## config.mk

```make
export PLATFORM = sky130hd
export DESIGN_NAME = hai_port
export DESIGN_NICKNAME = d
export VERILOG_FILES = /design/src/hai_pkg.sv /design/src/hai_hold_if.sv /design/src/hai_hold.sv /design/src/hai_port.sv
export SDC_FILE = /design/constraint.sdc
export NUM_CORES = 1
export LEC_CHECK = 0
export BUFFER_PORTS_ARGS = -buffer_cell sky130_fd_sc_hd__buf_2
export CAP_MARGIN = 20
export CELL_PAD_IN_SITES_DETAIL_PLACEMENT = 1
export CELL_PAD_IN_SITES_GLOBAL_PLACEMENT = 1
export CORE_MARGIN = 2
export CORE_UTILIZATION = 30
export DETAILED_ROUTE_END_ITERATION = 16
export GPL_TIMING_DRIVEN = 0
export PLACE_DENSITY_LB_ADDON = 0.08
export SKIP_LAST_GASP = 1
export SLEW_MARGIN = 25
export SYNTH_ARGS = -nofsm -noshare
export SYNTH_HDL_FRONTEND = slang
export SYNTH_SLANG_ARGS = --single-unit
```

## constraint.sdc

```tcl
create_clock -name ref_clk -period 1.72 [get_ports ref_clk]
set_input_delay 0.172 -clock ref_clk [delete_from_list [all_inputs] [get_ports ref_clk]]
set_output_delay 0.172 -clock ref_clk [all_outputs]
set_load 0.03 [all_outputs]
```

## src/hai_pkg.sv

```systemverilog
package hai_pkg;

	// ------------------------------------------------------------------
	// Widths and field positions
	// ------------------------------------------------------------------
	localparam int HAI_DATA_W = 32;
	localparam int HAI_INSN_W = 16;
	localparam int HAI_OP_W = 12;
	localparam int HAI_REG_W = 5;
	localparam int HAI_CLASS_LSB = 12;
	localparam int HAI_REG_FILE_BIT = 4;
	localparam int HAI_UNIT_MSB = 11;
	localparam int HAI_UNIT_LSB = 10;

	// ------------------------------------------------------------------
	// Encodings and reset values
	// ------------------------------------------------------------------
	localparam logic [3:0] HAI_CLASS_CODE = 4'h4;
	localparam logic HAI_STROBE_OFF = 1'b1;
	localparam logic HAI_STROBE_ON = 1'b0;
	localparam logic [HAI_OP_W-1:0] HAI_OP_RESET = 12'h000;
	localparam logic [HAI_DATA_W-1:0] HAI_DATA_RESET = 32'h0000_0000;
	localparam logic [HAI_REG_W-1:0] HAI_REG_RESET = 5'h00;

	// ------------------------------------------------------------------
	// Instruction handshake states, Gray coded along idle, decode, gap
	// ------------------------------------------------------------------
	typedef enum logic [1:0] {
		HAI_ST_IDLE = 2'b00,
		HAI_ST_DECODE = 2'b01,
		HAI_ST_GAP = 2'b11
	} hai_state_t;

endpackage : hai_pkg

```

## src/hai_hold_if.sv

```systemverilog
`timescale 1ns/100ps
interface hai_hold_if;
	logic busy_n_raw;
	logic exc_n_raw;
	logic dec_active;
	logic busy_n_held;
	logic exc_n_held;

	modport core (
		output busy_n_raw,
		output exc_n_raw,
		output dec_active,
		input busy_n_held,
		input exc_n_held
	);

	modport hold (
		input busy_n_raw,
		input exc_n_raw,
		input dec_active,
		output busy_n_held,
		output exc_n_held
	);
endinterface : hai_hold_if

```

## src/hai_hold.sv

```systemverilog
`timescale 1ns/100ps
module hai_hold
	import hai_pkg::*;
(
	// Clock and reset
	input wire logic ref_clk,
	input wire logic reset,
	// Shared input holding path
	hai_hold_if.hold hh
);

	logic busy_last_q;
	logic exc_last_q;

	// ------------------------------------------------------------------
	// Holding stage
	// ------------------------------------------------------------------
	// The shared lines are only driven while decode is asserted; outside
	// that window the last driven value is replayed so nothing floats.
	assign hh.busy_n_held = hh.dec_active ? hh.busy_n_raw : busy_last_q;
	assign hh.exc_n_held = hh.dec_active ? hh.exc_n_raw : exc_last_q;

	always_ff @(posedge ref_clk) begin
		if (reset) begin
			busy_last_q <= HAI_STROBE_OFF;
			exc_last_q <= HAI_STROBE_OFF;
		end else if (hh.dec_active) begin
			busy_last_q <= hh.busy_n_raw;
			exc_last_q <= hh.exc_n_raw;
		end
	end
endmodule : hai_hold

```

## src/hai_port.sv

```systemverilog
`timescale 1ns/100ps
module hai_port
	import hai_pkg::*;
(
	// Clock and reset
	input wire logic ref_clk,
	input wire logic reset,
	// Core register-file write snoop
	input wire logic gpr_wr_en,
	input wire logic gpr_wr_alt,
	input wire logic [HAI_REG_W-2:0] gpr_wr_num,
	input wire logic [HAI_DATA_W-1:0] gpr_wr_data,
	// Core decode stage, describing the decode register after this edge
	input wire logic ir_valid_d,
	input wire logic [HAI_INSN_W-1:0] ir_insn_d,
	input wire logic pipe_ready,
	input wire logic flush,
	input wire logic psr_supervisor,
	// Answers to the core pipeline
	output logic core_issue,
	output logic core_stall,
	output logic core_accel_exc_q,
	// Accelerator pins
	output logic reg_write_strobe_n,
	output logic [HAI_REG_W-1:0] snoop_reg_index,
	output logic [HAI_DATA_W-1:0] accel_data_out,
	output logic accel_data_oe_n,
	input wire logic [HAI_DATA_W-1:0] accel_data_in,
	output logic [HAI_OP_W-1:0] accel_opcode_bus,
	output logic accel_supervisor_flag,
	output logic accel_decode_strobe_n,
	output logic accel_issue_strobe_n,
	input wire logic accel_busy_n_in,
	input wire logic accel_exception_n_in,
	output logic [HAI_UNIT_MSB-HAI_UNIT_LSB:0] accel_unit_sel
);

	// ------------------------------------------------------------------
	// Helpers
	// ------------------------------------------------------------------
	function automatic logic is_accel_op(input logic valid, input logic [HAI_INSN_W-1:0] insn);
		is_accel_op = valid && (insn[HAI_INSN_W-1:HAI_CLASS_LSB] == HAI_CLASS_CODE);
	endfunction : is_accel_op

	hai_state_t state_q;
	hai_state_t state_d;
	logic [HAI_OP_W-1:0] opcode_q;
	logic wr_strobe_n_q;
	logic [HAI_REG_W-1:0] wr_index_q;
	logic [HAI_DATA_W-1:0] wr_data_q;
	logic wr_oe_n_q;
	logic sup_q;
	logic issue_n_q;
	logic exc_take_q;
	logic dec_on;
	logic busy_now;
	logic exc_now;
	logic issue_go;
	logic next_is_op;
	logic [HAI_DATA_W-1:0] data_in_seen;

	hai_hold_if hh();

	hai_hold u_hold (
		.ref_clk(ref_clk),
		.reset(reset),
		.hh(hh.hold)
	);

	// ------------------------------------------------------------------
	// Register snoop
	// ------------------------------------------------------------------
	always_ff @(posedge ref_clk) begin
		if (reset) begin
			wr_strobe_n_q <= HAI_STROBE_OFF;
			wr_oe_n_q <= HAI_STROBE_OFF;
			wr_index_q <= HAI_REG_RESET;
			wr_data_q <= HAI_DATA_RESET;
		end else begin
			wr_strobe_n_q <= gpr_wr_en ? HAI_STROBE_ON : HAI_STROBE_OFF;
			wr_oe_n_q <= gpr_wr_en ? HAI_STROBE_ON : HAI_STROBE_OFF;
			if (gpr_wr_en) begin
				wr_index_q <= {gpr_wr_alt, gpr_wr_num};
				wr_data_q <= gpr_wr_data;
			end
		end
	end

	assign reg_write_strobe_n = wr_strobe_n_q;
	assign snoop_reg_index = wr_index_q;
	assign accel_data_out = wr_data_q;
	assign accel_data_oe_n = wr_oe_n_q;
	// Inbound operands belong to the transfer primitives, not this port.
	assign data_in_seen = accel_data_in;

	// ------------------------------------------------------------------
	// Supervisor mirror
	// ------------------------------------------------------------------
	always_ff @(posedge ref_clk) begin
		if (reset) begin
			sup_q <= 1'b1;
		end else begin
			sup_q <= psr_supervisor;
		end
	end

	assign accel_supervisor_flag = sup_q;

	// ------------------------------------------------------------------
	// Shared busy and exception inputs
	// ------------------------------------------------------------------
	assign dec_on = (state_q == HAI_ST_DECODE);
	assign hh.busy_n_raw = accel_busy_n_in;
	assign hh.exc_n_raw = accel_exception_n_in;
	assign hh.dec_active = dec_on;
	assign busy_now = dec_on && (hh.busy_n_held == HAI_STROBE_ON);
	// Exception is only looked at with decode on and busy off.
	assign exc_now = dec_on && !busy_now && (hh.exc_n_held == HAI_STROBE_ON);

	// ------------------------------------------------------------------
	// Instruction handshake
	// ------------------------------------------------------------------
	assign next_is_op = is_accel_op(ir_valid_d, ir_insn_d);
	// Issue needs a free accelerator and a ready pipeline; a flush wins.
	assign issue_go = dec_on && !busy_now && pipe_ready && !flush;
	assign core_issue = issue_go;
	assign core_stall = dec_on && !issue_go;

	always_comb begin
		state_d = state_q;
		unique case (state_q)
			HAI_ST_IDLE: begin
				if (next_is_op && !flush) begin
					state_d = HAI_ST_DECODE;
				end
			end
			HAI_ST_DECODE: begin
				if (flush) begin
					state_d = HAI_ST_GAP;
				end else if (issue_go) begin
					state_d = next_is_op ? HAI_ST_DECODE : HAI_ST_IDLE;
				end
			end
			HAI_ST_GAP: begin
				state_d = HAI_ST_IDLE;
			end
			default: begin
				state_d = HAI_ST_IDLE;
			end
		endcase
	end

	always_ff @(posedge ref_clk) begin
		if (reset) begin
			state_q <= HAI_ST_IDLE;
		end else begin
			state_q <= state_d;
		end
	end

	// The opcode only moves when a fresh instruction enters decode.
	always_ff @(posedge ref_clk) begin
		if (reset) begin
			opcode_q <= HAI_OP_RESET;
		end else if (state_d == HAI_ST_DECODE && (state_q != HAI_ST_DECODE || issue_go)) begin
			opcode_q <= ir_insn_d[HAI_OP_W-1:0];
		end
	end

	always_ff @(posedge ref_clk) begin
		if (reset) begin
			issue_n_q <= HAI_STROBE_OFF;
			exc_take_q <= 1'b0;
		end else begin
			issue_n_q <= issue_go ? HAI_STROBE_ON : HAI_STROBE_OFF;
			exc_take_q <= issue_go && exc_now;
		end
	end

	assign accel_opcode_bus = opcode_q;
	assign accel_unit_sel = opcode_q[HAI_UNIT_MSB:HAI_UNIT_LSB];
	assign accel_decode_strobe_n = dec_on ? HAI_STROBE_ON : HAI_STROBE_OFF;
	assign accel_issue_strobe_n = issue_n_q;
	assign core_accel_exc_q = exc_take_q;
endmodule : hai_port

```

==> results_dict.tcl, run 1 <==
set metrics [dict create \
    status "completed" \
    grt_pass1_vias 1740 \
    final_cell_count_no_fill 404 \
    end_kind "output pin" \
    crit_type "flop to output pin" \
    num_antenna_cells 0 \
    dp.cells 396 \
    clk_pin_slew_worst_paths_ns 0.09 \
    core-area_um2 6760 \
    start_kind "flop" \
    path_cells "nor2b_4, inv_2, nor2_1, buf_2" \
    syn-cell-area_um2 2090 \
    critPathMaxStageDelay_ns 0.33 \
    rows 30 \
    grt_max_degree 18 \
    reg2reg_from "state_q[0]" \
    boundaryPins 153 \
    postRouteAntennaNets 0 \
    final_max_slew_viol_count 0 \
    cts_tree "built" \
    yosysTopAreaCellShare_pct 52.8 \
    pre_cts_ws_ns 0.316 \
    dp_hpwl_um 3950 \
    synth-seq-cells 55 \
    min_period_ns 1.33 \
    hold_viol_final 0 \
    cap_violations 0 \
    layout_setup_ws_ns 0.394 \
    r2r_slack_ns 0.45 \
    wire_per_inst_um 12.5 \
    io_buffers 119 \
    cp_data_arrival_time_ns 1.15 \
    cts_made_buffers 5 \
    cts.path.max_buffers 2 \
    layout-drive-gt1-share_pct 42.9 \
    crit_start "state_q[0]" \
    layout_commonest_cell "buf_2" \
    cp_num_cells 4 \
    wl_met3_um 410 \
    post-route-util_pct 42.9 \
    die_area_um2 7640 \
    clock_sinks 55 \
    max-vdd-ir-drop_uv 282 \
    die_h_um 87.4 \
    grt_pass1_wl_um 7940 \
    skew_ns 0.0121 \
    fmax_mhz 754 \
    overflow 0 \
    highest_layer "met4" \
    netlist-cell-type-count 20 \
    setup_violations 0 \
    drt-initial-drc-count 15 \
    layout-area-overhead-vs-synth_pct 38.7 \
    ys_warn_count 0 \
    met2WireLength_um 2380 \
    yosysTopAreaCell "dfxtp_1" \
    met1_length_um 2180 \
    synth_area_leaders "dfxtp_1 (53%), mux2i_1 (24%), nand2b_1 (7.8%)" \
    synth.avg_cell_area_um2 10.6 \
    critPathSlowestCell "dfxtp_1" \
    fin_tns_setup_ns 0 \
    crit_buf_inv 2 \
    vias_per_cell 4.44 \
    clock_latency_ns 0.31 \
    drc 0 \
    start_util_pct 30.9 \
    syn_inst 197 \
    synth_nets 291 \
    worstMarginPinSlew_ns 0.473 \
    grtUsageTotal_pct 13.1 \
    final_net_count 417 \
    slew_headroom_pct 68.5 \
    nFillCells 820 \
    wirelength_um 5040 \
    vias 1794 \
    gp_congestion 0.689 \
    fin_crit_sh_pct 77.1 \
    ctsResizeCount 0 \
    reg2regPathDepth 5 \
    ys_seq_area_share_pct 52.8 \
    postCtsHoldBufs 0 \
    crit_family "flip-flops" \
    cts_setup_buffers 0 \
    p_leak_nw 1.48 \
    dr.pass1.iters 2 \
    cts_max_level 2 \
    power.density_nw_per_um2 901 \
    grt_antenna_before_repair 0 \
    hp-class "primary input to flop" \
    required_ns 1.55 \
    cp-endpoint "core_issue" \
    root_buffer "clkbuf_8" \
    rsz0062_at_grt "no" \
    die_w_um 87.4 \
    mostFrequentLayoutCells "buf_2 (123), dfxtp_1 (55), mux2i_1 (49)" \
    r2r_end "accel_opcode_bus[8]" \
    cp_max_fo 7 \
]
==> cell usage after synthesis <==
cell type and count:
nor4b_2 1, buf_6 1, dfxtp_1 55, nor3b_1 1
nor2_1 40, or3_1 1, nor2b_1 1, mux2i_1 49
o2111a_2 1, inv_2 1, and3b_1 1, or2_1 1
clkbuf_1 7, nor4_1 1, nand2b_1 26, nand3b_1 1
nor2b_4 1, a32oi_1 1, buf_4 3, buf_2 4
==> layout make-up <==
type                       count  area [um^2]  share of cell area (%)
sequential                    55         1100                    38.0
multi-input combinational    126          902                    31.2
timing repair buffer         119          596                    20.6
tap                           80          100                    3.46
buffer                        15         80.1                    2.77
clock buffer                   5         68.8                    2.38
clock inverter                 3         43.8                    1.51
inverter                       1         3.75                   0.130
==> cell families after synthesis <==
family | Yosys count | synth area share [%]
AND/OR/NAND/NOR | 75 | 18.7
flip-flops | 55 | 52.8
multiplexers | 49 | 23.5
buffers and inverters | 16 | 4.02
AO/OA/AOI/OAI | 2 | 1.02
==> state kept, by name (all words and copies together), names as in the netlist <==
name	flops
state_q	2
accel_opcode_bus	12
accel_data_out	32
accel_data_oe_n	1
accel_supervisor_flag	1
accel_issue_strobe_n	1
snoop_reg_index	5
core_accel_exc_q	1
==> power breakdown <==
part | switching (mW) | leakage, nW | internal, mW
clock | 0.418 | 0.0581 | 0.434
combinational | 0.241 | 0.967 | 0.163
sequential | 0.0245 | 0.451 | 1.33
==> through the flow <==
| step | hold slack, ns | area (um^2) | total power [mW] |
|---|---|---|---|
| 2_1_floorplan | 0.251 | 2090 | 1.64 |
| 3_3_place_gp | 0.341 | 2780 | 1.79 |
| 3_5_place_dp | 0.344 | 2780 | 1.80 |
| 4_1_cts | 0.00966 | 2900 | 2.65 |
| 5_1_grt | 0.0269 | 2900 | 2.74 |
| 6_report | 0.0238 | 2900 | 2.61 |
==> worst min path at each step <==
| stage | start | endpoint | slack, ns | cells after the start |
|---|---|---|---|---|
| floorplan | accel_exception_n_in | core_accel_exc_q | 0.25 | 1 |
| global placement | accel_exception_n_in | core_accel_exc_q | 0.34 | 2 |
| detailed placement | accel_exception_n_in | core_accel_exc_q | 0.34 | 2 |
| CTS | accel_exception_n_in | core_accel_exc_q | 0.01 | 2 |
| global route | accel_exception_n_in | core_accel_exc_q | 0.03 | 2 |
| finish | accel_exception_n_in | core_accel_exc_q | 0.02 | 2 |
==> per-layer routing <==
metal	vias to the layer above	global-route usage, %
met5	-	0
met3	6	4.17
li1	897	-
met1	824	15.8
met4	0	4.20
met2	67	22.0
No activity file was read; power rests on OpenSTA's default activity.
==> run 2: changes to the inputs <==
ABC_AREA = 1   (was not set)
CORE_UTILIZATION = 24   (was 30)
clock period = 1.15 ns   (was 1.72 ns; I/O delays follow)
==> results_dict.tcl, run 2 <==
set metrics [dict create \
    synth_edf_count 0 \
    drt-initial-drc-count 50 \
    dp.cells 504 \
    num_antenna_cells 0 \
    skew_ns 0.00328 \
    cts_tree "built" \
    wire_per_inst_um 12.7 \
    r2r_slack_ns -0.07 \
    vias 2241 \
    ys.flop_type "dfxtp_1" \
    fmax_mhz 807 \
    fin_crit_sh_pct 108 \
    stdcell_area_um2 3140 \
    grt_pass1_wl_um 11100 \
    largest_reg_flops 32 \
    end_kind "output pin" \
    overflow 0 \
    layout-area-overhead-vs-synth_pct 43.2 \
    synth.avg_cell_area_um2 7.92 \
    cts_made_buffers 5 \
    start_util_pct 24.9 \
    layout-drive-gt1-share_pct 43.2 \
    cts.path.max_buffers 2 \
    yosysTopAreaCellShare_pct 51.1 \
    yosysTopAreaCell "dfxtp_1" \
    min_period_ns 1.24 \
    die_area_um2 9920 \
    violations "setup timing" \
    postRouteAntennaNets 0 \
    p_leak_nw 1.62 \
    synth_nets 371 \
    netlist-cell-type-count 23 \
    clock_latency_ns 0.30 \
    clk_pin_slew_worst_paths_ns 0.10 \
    io_buffers 119 \
    dp_hpwl_um 4920 \
    grt_antenna_before_repair 0 \
    crit_type "flop to output pin" \
    drc 0 \
    ys_seq_area_share_pct 51.1 \
    required_ns 1.03 \
    layout_setup_ws_ns -0.0899 \
    die_h_um 99.6 \
    layout_commonest_cell "buf_2" \
    setup_violations 14 \
    placedInstanceArea_um2 2940 \
    boundaryPins 153 \
    pre_cts_ws_ns -0.101 \
    cp_max_fo 4 \
    cp_data_arrival_time_ns 1.12 \
    hold_viol_final 0 \
    ys_top_cells_by_count "nor2_1 (90), dfxtp_1 (56), o21ai_0 (37), nand2_1 (19), inv_1 (16)" \
    clock_sinks 56 \
    grt_pass1_vias 2400 \
    final_net_count 505 \
    status "complete, but fails checks" \
    core-area_um2 8810 \
    power.density_nw_per_um2 1240 \
    syn-cell-area_um2 2190 \
    ys_warn_count 0 \
    rows 34 \
    syn_inst 277 \
    hp-class "primary input to flop" \
    cts_max_level 2 \
    synthArstFlopShare_pct 0 \
    final_max_slew_viol_count 0 \
    rsz0062_at_grt "yes" \
    root_buffer "clkbuf_8" \
    vias_per_cell 4.31 \
    synth-seq-cells 56 \
    max-vdd-ir-drop_uv 530 \
    post-route-util_pct 35.7 \
    yosysMostFrequentCell "nor2_1" \
    worstMarginPinSlew_ns 0.392 \
    grt_max_degree 16 \
    slew_headroom_pct 73.9 \
    die_w_um 99.6 \
    cap_violations 0 \
    mostFrequentLayoutCells "buf_2 (123), nor2_1 (90), dfxtp_1 (53)" \
    synth_area_leaders "dfxtp_1 (51%), nor2_1 (15%), o21ai_0 (8.4%)" \
    grtUsageTotal_pct 13.8 \
    final_cell_count_no_fill 520 \
    dr.pass1.iters 4 \
    wirelength_um 6620 \
    gp_congestion 0.730 \
    start_kind "flop" \
]
run 2: cell types whose count changed after synthesis, moves of 16 or more:
cell      previous run  this run
nand2b_1            26         0
o21ai_0              0        37
nor2_1              40        90
nand2_1              0        19
mux2i_1             49         0
inv_1                0        16
run 2: where the power goes:
group | switching [mW] | internal [mW] | total (mW)
sequential | 0.0430 | 2.04 | 2.08
combinational | 0.450 | 0.237 | 0.687
clock | 0.632 | 0.494 | 1.13
run 2: final cells by class:
| type | instances | area (um^2) |
|---|---|---|
| Buffer | 19 | 143 |
| Sequential cell | 56 | 1120 |
| Clock buffer | 8 | 90.1 |
| Fill cell | 1106 | 5660 |
| Inverter | 21 | 81.3 |
| Tap cell | 108 | 135 |
| Timing Repair Buffer | 127 | 679 |
| Multi-Input combinational cell | 181 | 888 |
run 2: path summary, 6_finish.rpt:
kind,startpoint,to,cells past startpoint
min,reset,state_q[1],2
max reg2reg,state_q[1],accel_opcode_bus[4],8
max,state_q[1],core_issue,4
min reg2reg,accel_opcode_bus[5],accel_opcode_bus[5],2
run 2: timing repair:
action | 4_1_cts | 5_1_grt
hold buffers | 1 | 1
setup buffers | 5 | 1
gates resized for setup | 9 | 7
pin swaps | 1 | 1
hold endpoints to repair | 1 | 1
endpoints found under the setup margin | 13 | 17
gates cloned | 0 | 0
run 2: logic make-up after synthesis:
group | share of synthesized area (%)
flip-flops | 51.1
AO/OA/AOI/OAI | 12.6
AND/OR/NAND/NOR | 26.5
buffers and inverters | 9.81
run 2: metal layers:
layer | GRT usage [%] | part of all wire (%)
met5 | 0 | 0
met4 | 4.21 | 1.1
met3 | 3.94 | 7.1
met2 | 24.2 | 48
met1 | 16.2 | 44
run 2: through the flow:
stage / setup TNS (ns) / hold slack (ns) / total power [mW]
2_1_floorplan: 0 / 0.187 / 2.54
3_3_place_gp: -0.788 / 0.298 / 2.80
3_5_place_dp: -1.42 / 0.308 / 2.81
4_1_cts: -0.946 / 0.00163 / 4.00
5_1_grt: -1.92 / -0.00253 / 4.13
6_report: -0.815 / 0.00891 / 3.89
run 2: worst max-delay path, stage by stage (launching register included):
cell	delay, ns
dfxtp_2	0.34
inv_2	0.06
nand2_4	0.07
nor3_4	0.20
buf_6	0.16
==> run 3: changes to the inputs <==
ABC_AREA = not set   (was 1)
CELL_PAD_IN_SITES_DETAIL_PLACEMENT = not set   (was 1)
CELL_PAD_IN_SITES_GLOBAL_PLACEMENT = not set   (was 1)
CORE_UTILIZATION = 36   (was 24)
==> results_dict.tcl, run 3 (synthesized netlist as in run 1, its figures left out) <==
set metrics [dict create \
    status "complete, but fails checks" \
    violations "setup timing" \
    drc 0 \
    layout-area-overhead-vs-synth_pct 40.3 \
    cts.path.max_buffers 2 \
    placedInstanceArea_um2 2780 \
    start_kind "flop" \
    met1_length_um 1950 \
    grt_pass1_vias 1647 \
    wire_per_inst_um 11.7 \
    fmax_mhz 812 \
    clock_sinks 55 \
    grtUsageTotal_pct 14.7 \
    overflow 0 \
    worstMarginPinSlew_ns 0.438 \
    dp_hpwl_um 3580 \
    mostFrequentLayoutCells "buf_2 (121), dfxtp_1 (53), mux2i_1 (49)" \
    min_period_ns 1.23 \
    vias 1760 \
    power.density_nw_per_um2 1280 \
    root_buffer "clkbuf_8" \
    layout_setup_ws_ns -0.0823 \
    skew_ns 0.00262 \
    highest_layer "met4" \
    met2WireLength_um 2370 \
    largest_reg_flops 32 \
    cts_tree "built" \
    clk_pin_slew_worst_paths_ns 0.09 \
    layout-drive-gt1-share_pct 43.6 \
    vias_per_cell 4.40 \
    r2r_slack_ns -0.05 \
    die_area_um2 6420 \
    p_leak_nw 1.49 \
    hold_viol_final 0 \
    boundaryPins 153 \
    slew_headroom_pct 70.8 \
    layout_commonest_cell "buf_2" \
    r2r_end "accel_opcode_bus[6]" \
    reg2regPathDepth 5 \
    gp_congestion 0.783 \
    rsz0062_at_grt "yes" \
    io_buffers 119 \
    clock_latency_ns 0.30 \
    die_h_um 80.1 \
    max-vdd-ir-drop_uv 619 \
    stdcell_area_um2 2930 \
    drt-initial-drc-count 58 \
    final_net_count 421 \
    required_ns 1.03 \
    dr.pass1.iters 4 \
    die_w_um 80.1 \
    crit_type "flop to output pin" \
    final_max_slew_viol_count 0 \
    setup_violations 14 \
    grt_antenna_before_repair 0 \
    end_kind "output pin" \
    core-area_um2 5540 \
    grt_max_degree 16 \
    hp-class "primary input to flop" \
    holdPathEnd "accel_data_out[14]" \
    rows 27 \
    num_antenna_cells 0 \
    wirelength_um 4690 \
    postRouteAntennaNets 0 \
    cts_max_level 2 \
    cap_violations 0 \
    cts_made_buffers 5 \
    fin_crit_sh_pct 107 \
    start_util_pct 37.7 \
    holdPathStages 3 \
    wl_met3_um 321 \
    fin_tns_setup_ns -0.677 \
    min_from "gpr_wr_data[14]" \
    final_cell_count_no_fill 400 \
    cp_data_arrival_time_ns 1.12 \
    cp_max_fo 6 \
    reg2reg_from "state_q[0]" \
    grt_pass1_wl_um 7420 \
    dp.cells 388 \
]
==> run 3: cell types whose count changed in the layout (fill, tap and decap cells not counted), sizes merged, moves of 19 or more <==
cell and delta:
nand2 -23, o21ai -38, mux2i +49, inv -19
nor2 -51, nand2b +26
==> run 3: power by group <==
| part | internal, mW | total, mW | leakage, nW | switching [mW] |
|---|---|---|---|---|
| Combinational | 0.250 | 0.608 | 0.989 | 0.358 |
| Sequential | 1.99 | 2.02 | 0.452 | 0.0368 |
| Clock | 0.550 | 1.12 | 0.0515 | 0.570 |
| Total | 2.79 | 3.75 | 1.49 | 0.965 |
==> run 3: area by class of cell <==
class	count	area, um^2
Sequential cell	55	1100
Inverter	1	6.26
Clock buffer	8	100
Multi-Input combinational cell	126	905
Fill cell	535	2610
Tap cell	72	90.1
Buffer	15	83.8
Timing Repair Buffer	123	639
==> run 3: worst max-delay path, stage by stage (launching register included) <==
cell and delay [ns]:
dfxtp_2 0.33, nor2b_4 0.16, inv_4 0.06, nor2_1 0.10, buf_4 0.17
==> run 3: worst max path at each step <==
| stage | startpoint | endpoint | slack [ns] | cells after the start |
|---|---|---|---|---|
| CTS | state_q[0] | core_stall | -0.07 | 4 |
| global route | state_q[0] | accel_opcode_bus[8] | -0.13 | 5 |
| detailed placement | ir_insn_d[13] | accel_opcode_bus[8] | -0.20 | 5 |
| floorplan | state_q[0] | accel_opcode_bus[10] | -0.05 | 5 |
| finish | state_q[0] | core_stall | -0.08 | 4 |
| global placement | ir_insn_d[13] | accel_opcode_bus[6] | -0.20 | 5 |
==> run 3: what timing repair did <==
action                                 CTS  global route
pin swaps                                3             2
gates resized for setup                  5             2
hold buffers                             2             0
setup endpoints to repair               13            16
setup buffers                            2             0
endpoints found under the hold margin    2             0
==> run 3: layer usage <==
| metal | GRT usage, % | vias to the layer above |
|---|---|---|
| met5 | 0 | - |
| met4 | 4.07 | 0 |
| met2 | 26.2 | 65 |
| li1 | - | 909 |
| met3 | 3.93 | 6 |
| met1 | 17.2 | 780 |
==> run 3: per-stage QoR <==
stage	worst slack [ns]	utilization [%]	power (mW)	hold slack, ns
2_1_floorplan	-0.0488	-	2.45	0.194
4_1_cts	-0.0740	52.7	3.81	0.0373
3_5_place_dp	-0.204	50.1	2.68	0.283
3_3_place_gp	-0.196	50.1	2.67	0.280
5_1_grt	-0.128	52.8	3.96	0.0448
6_report	-0.0823	52.8	3.75	0.0450
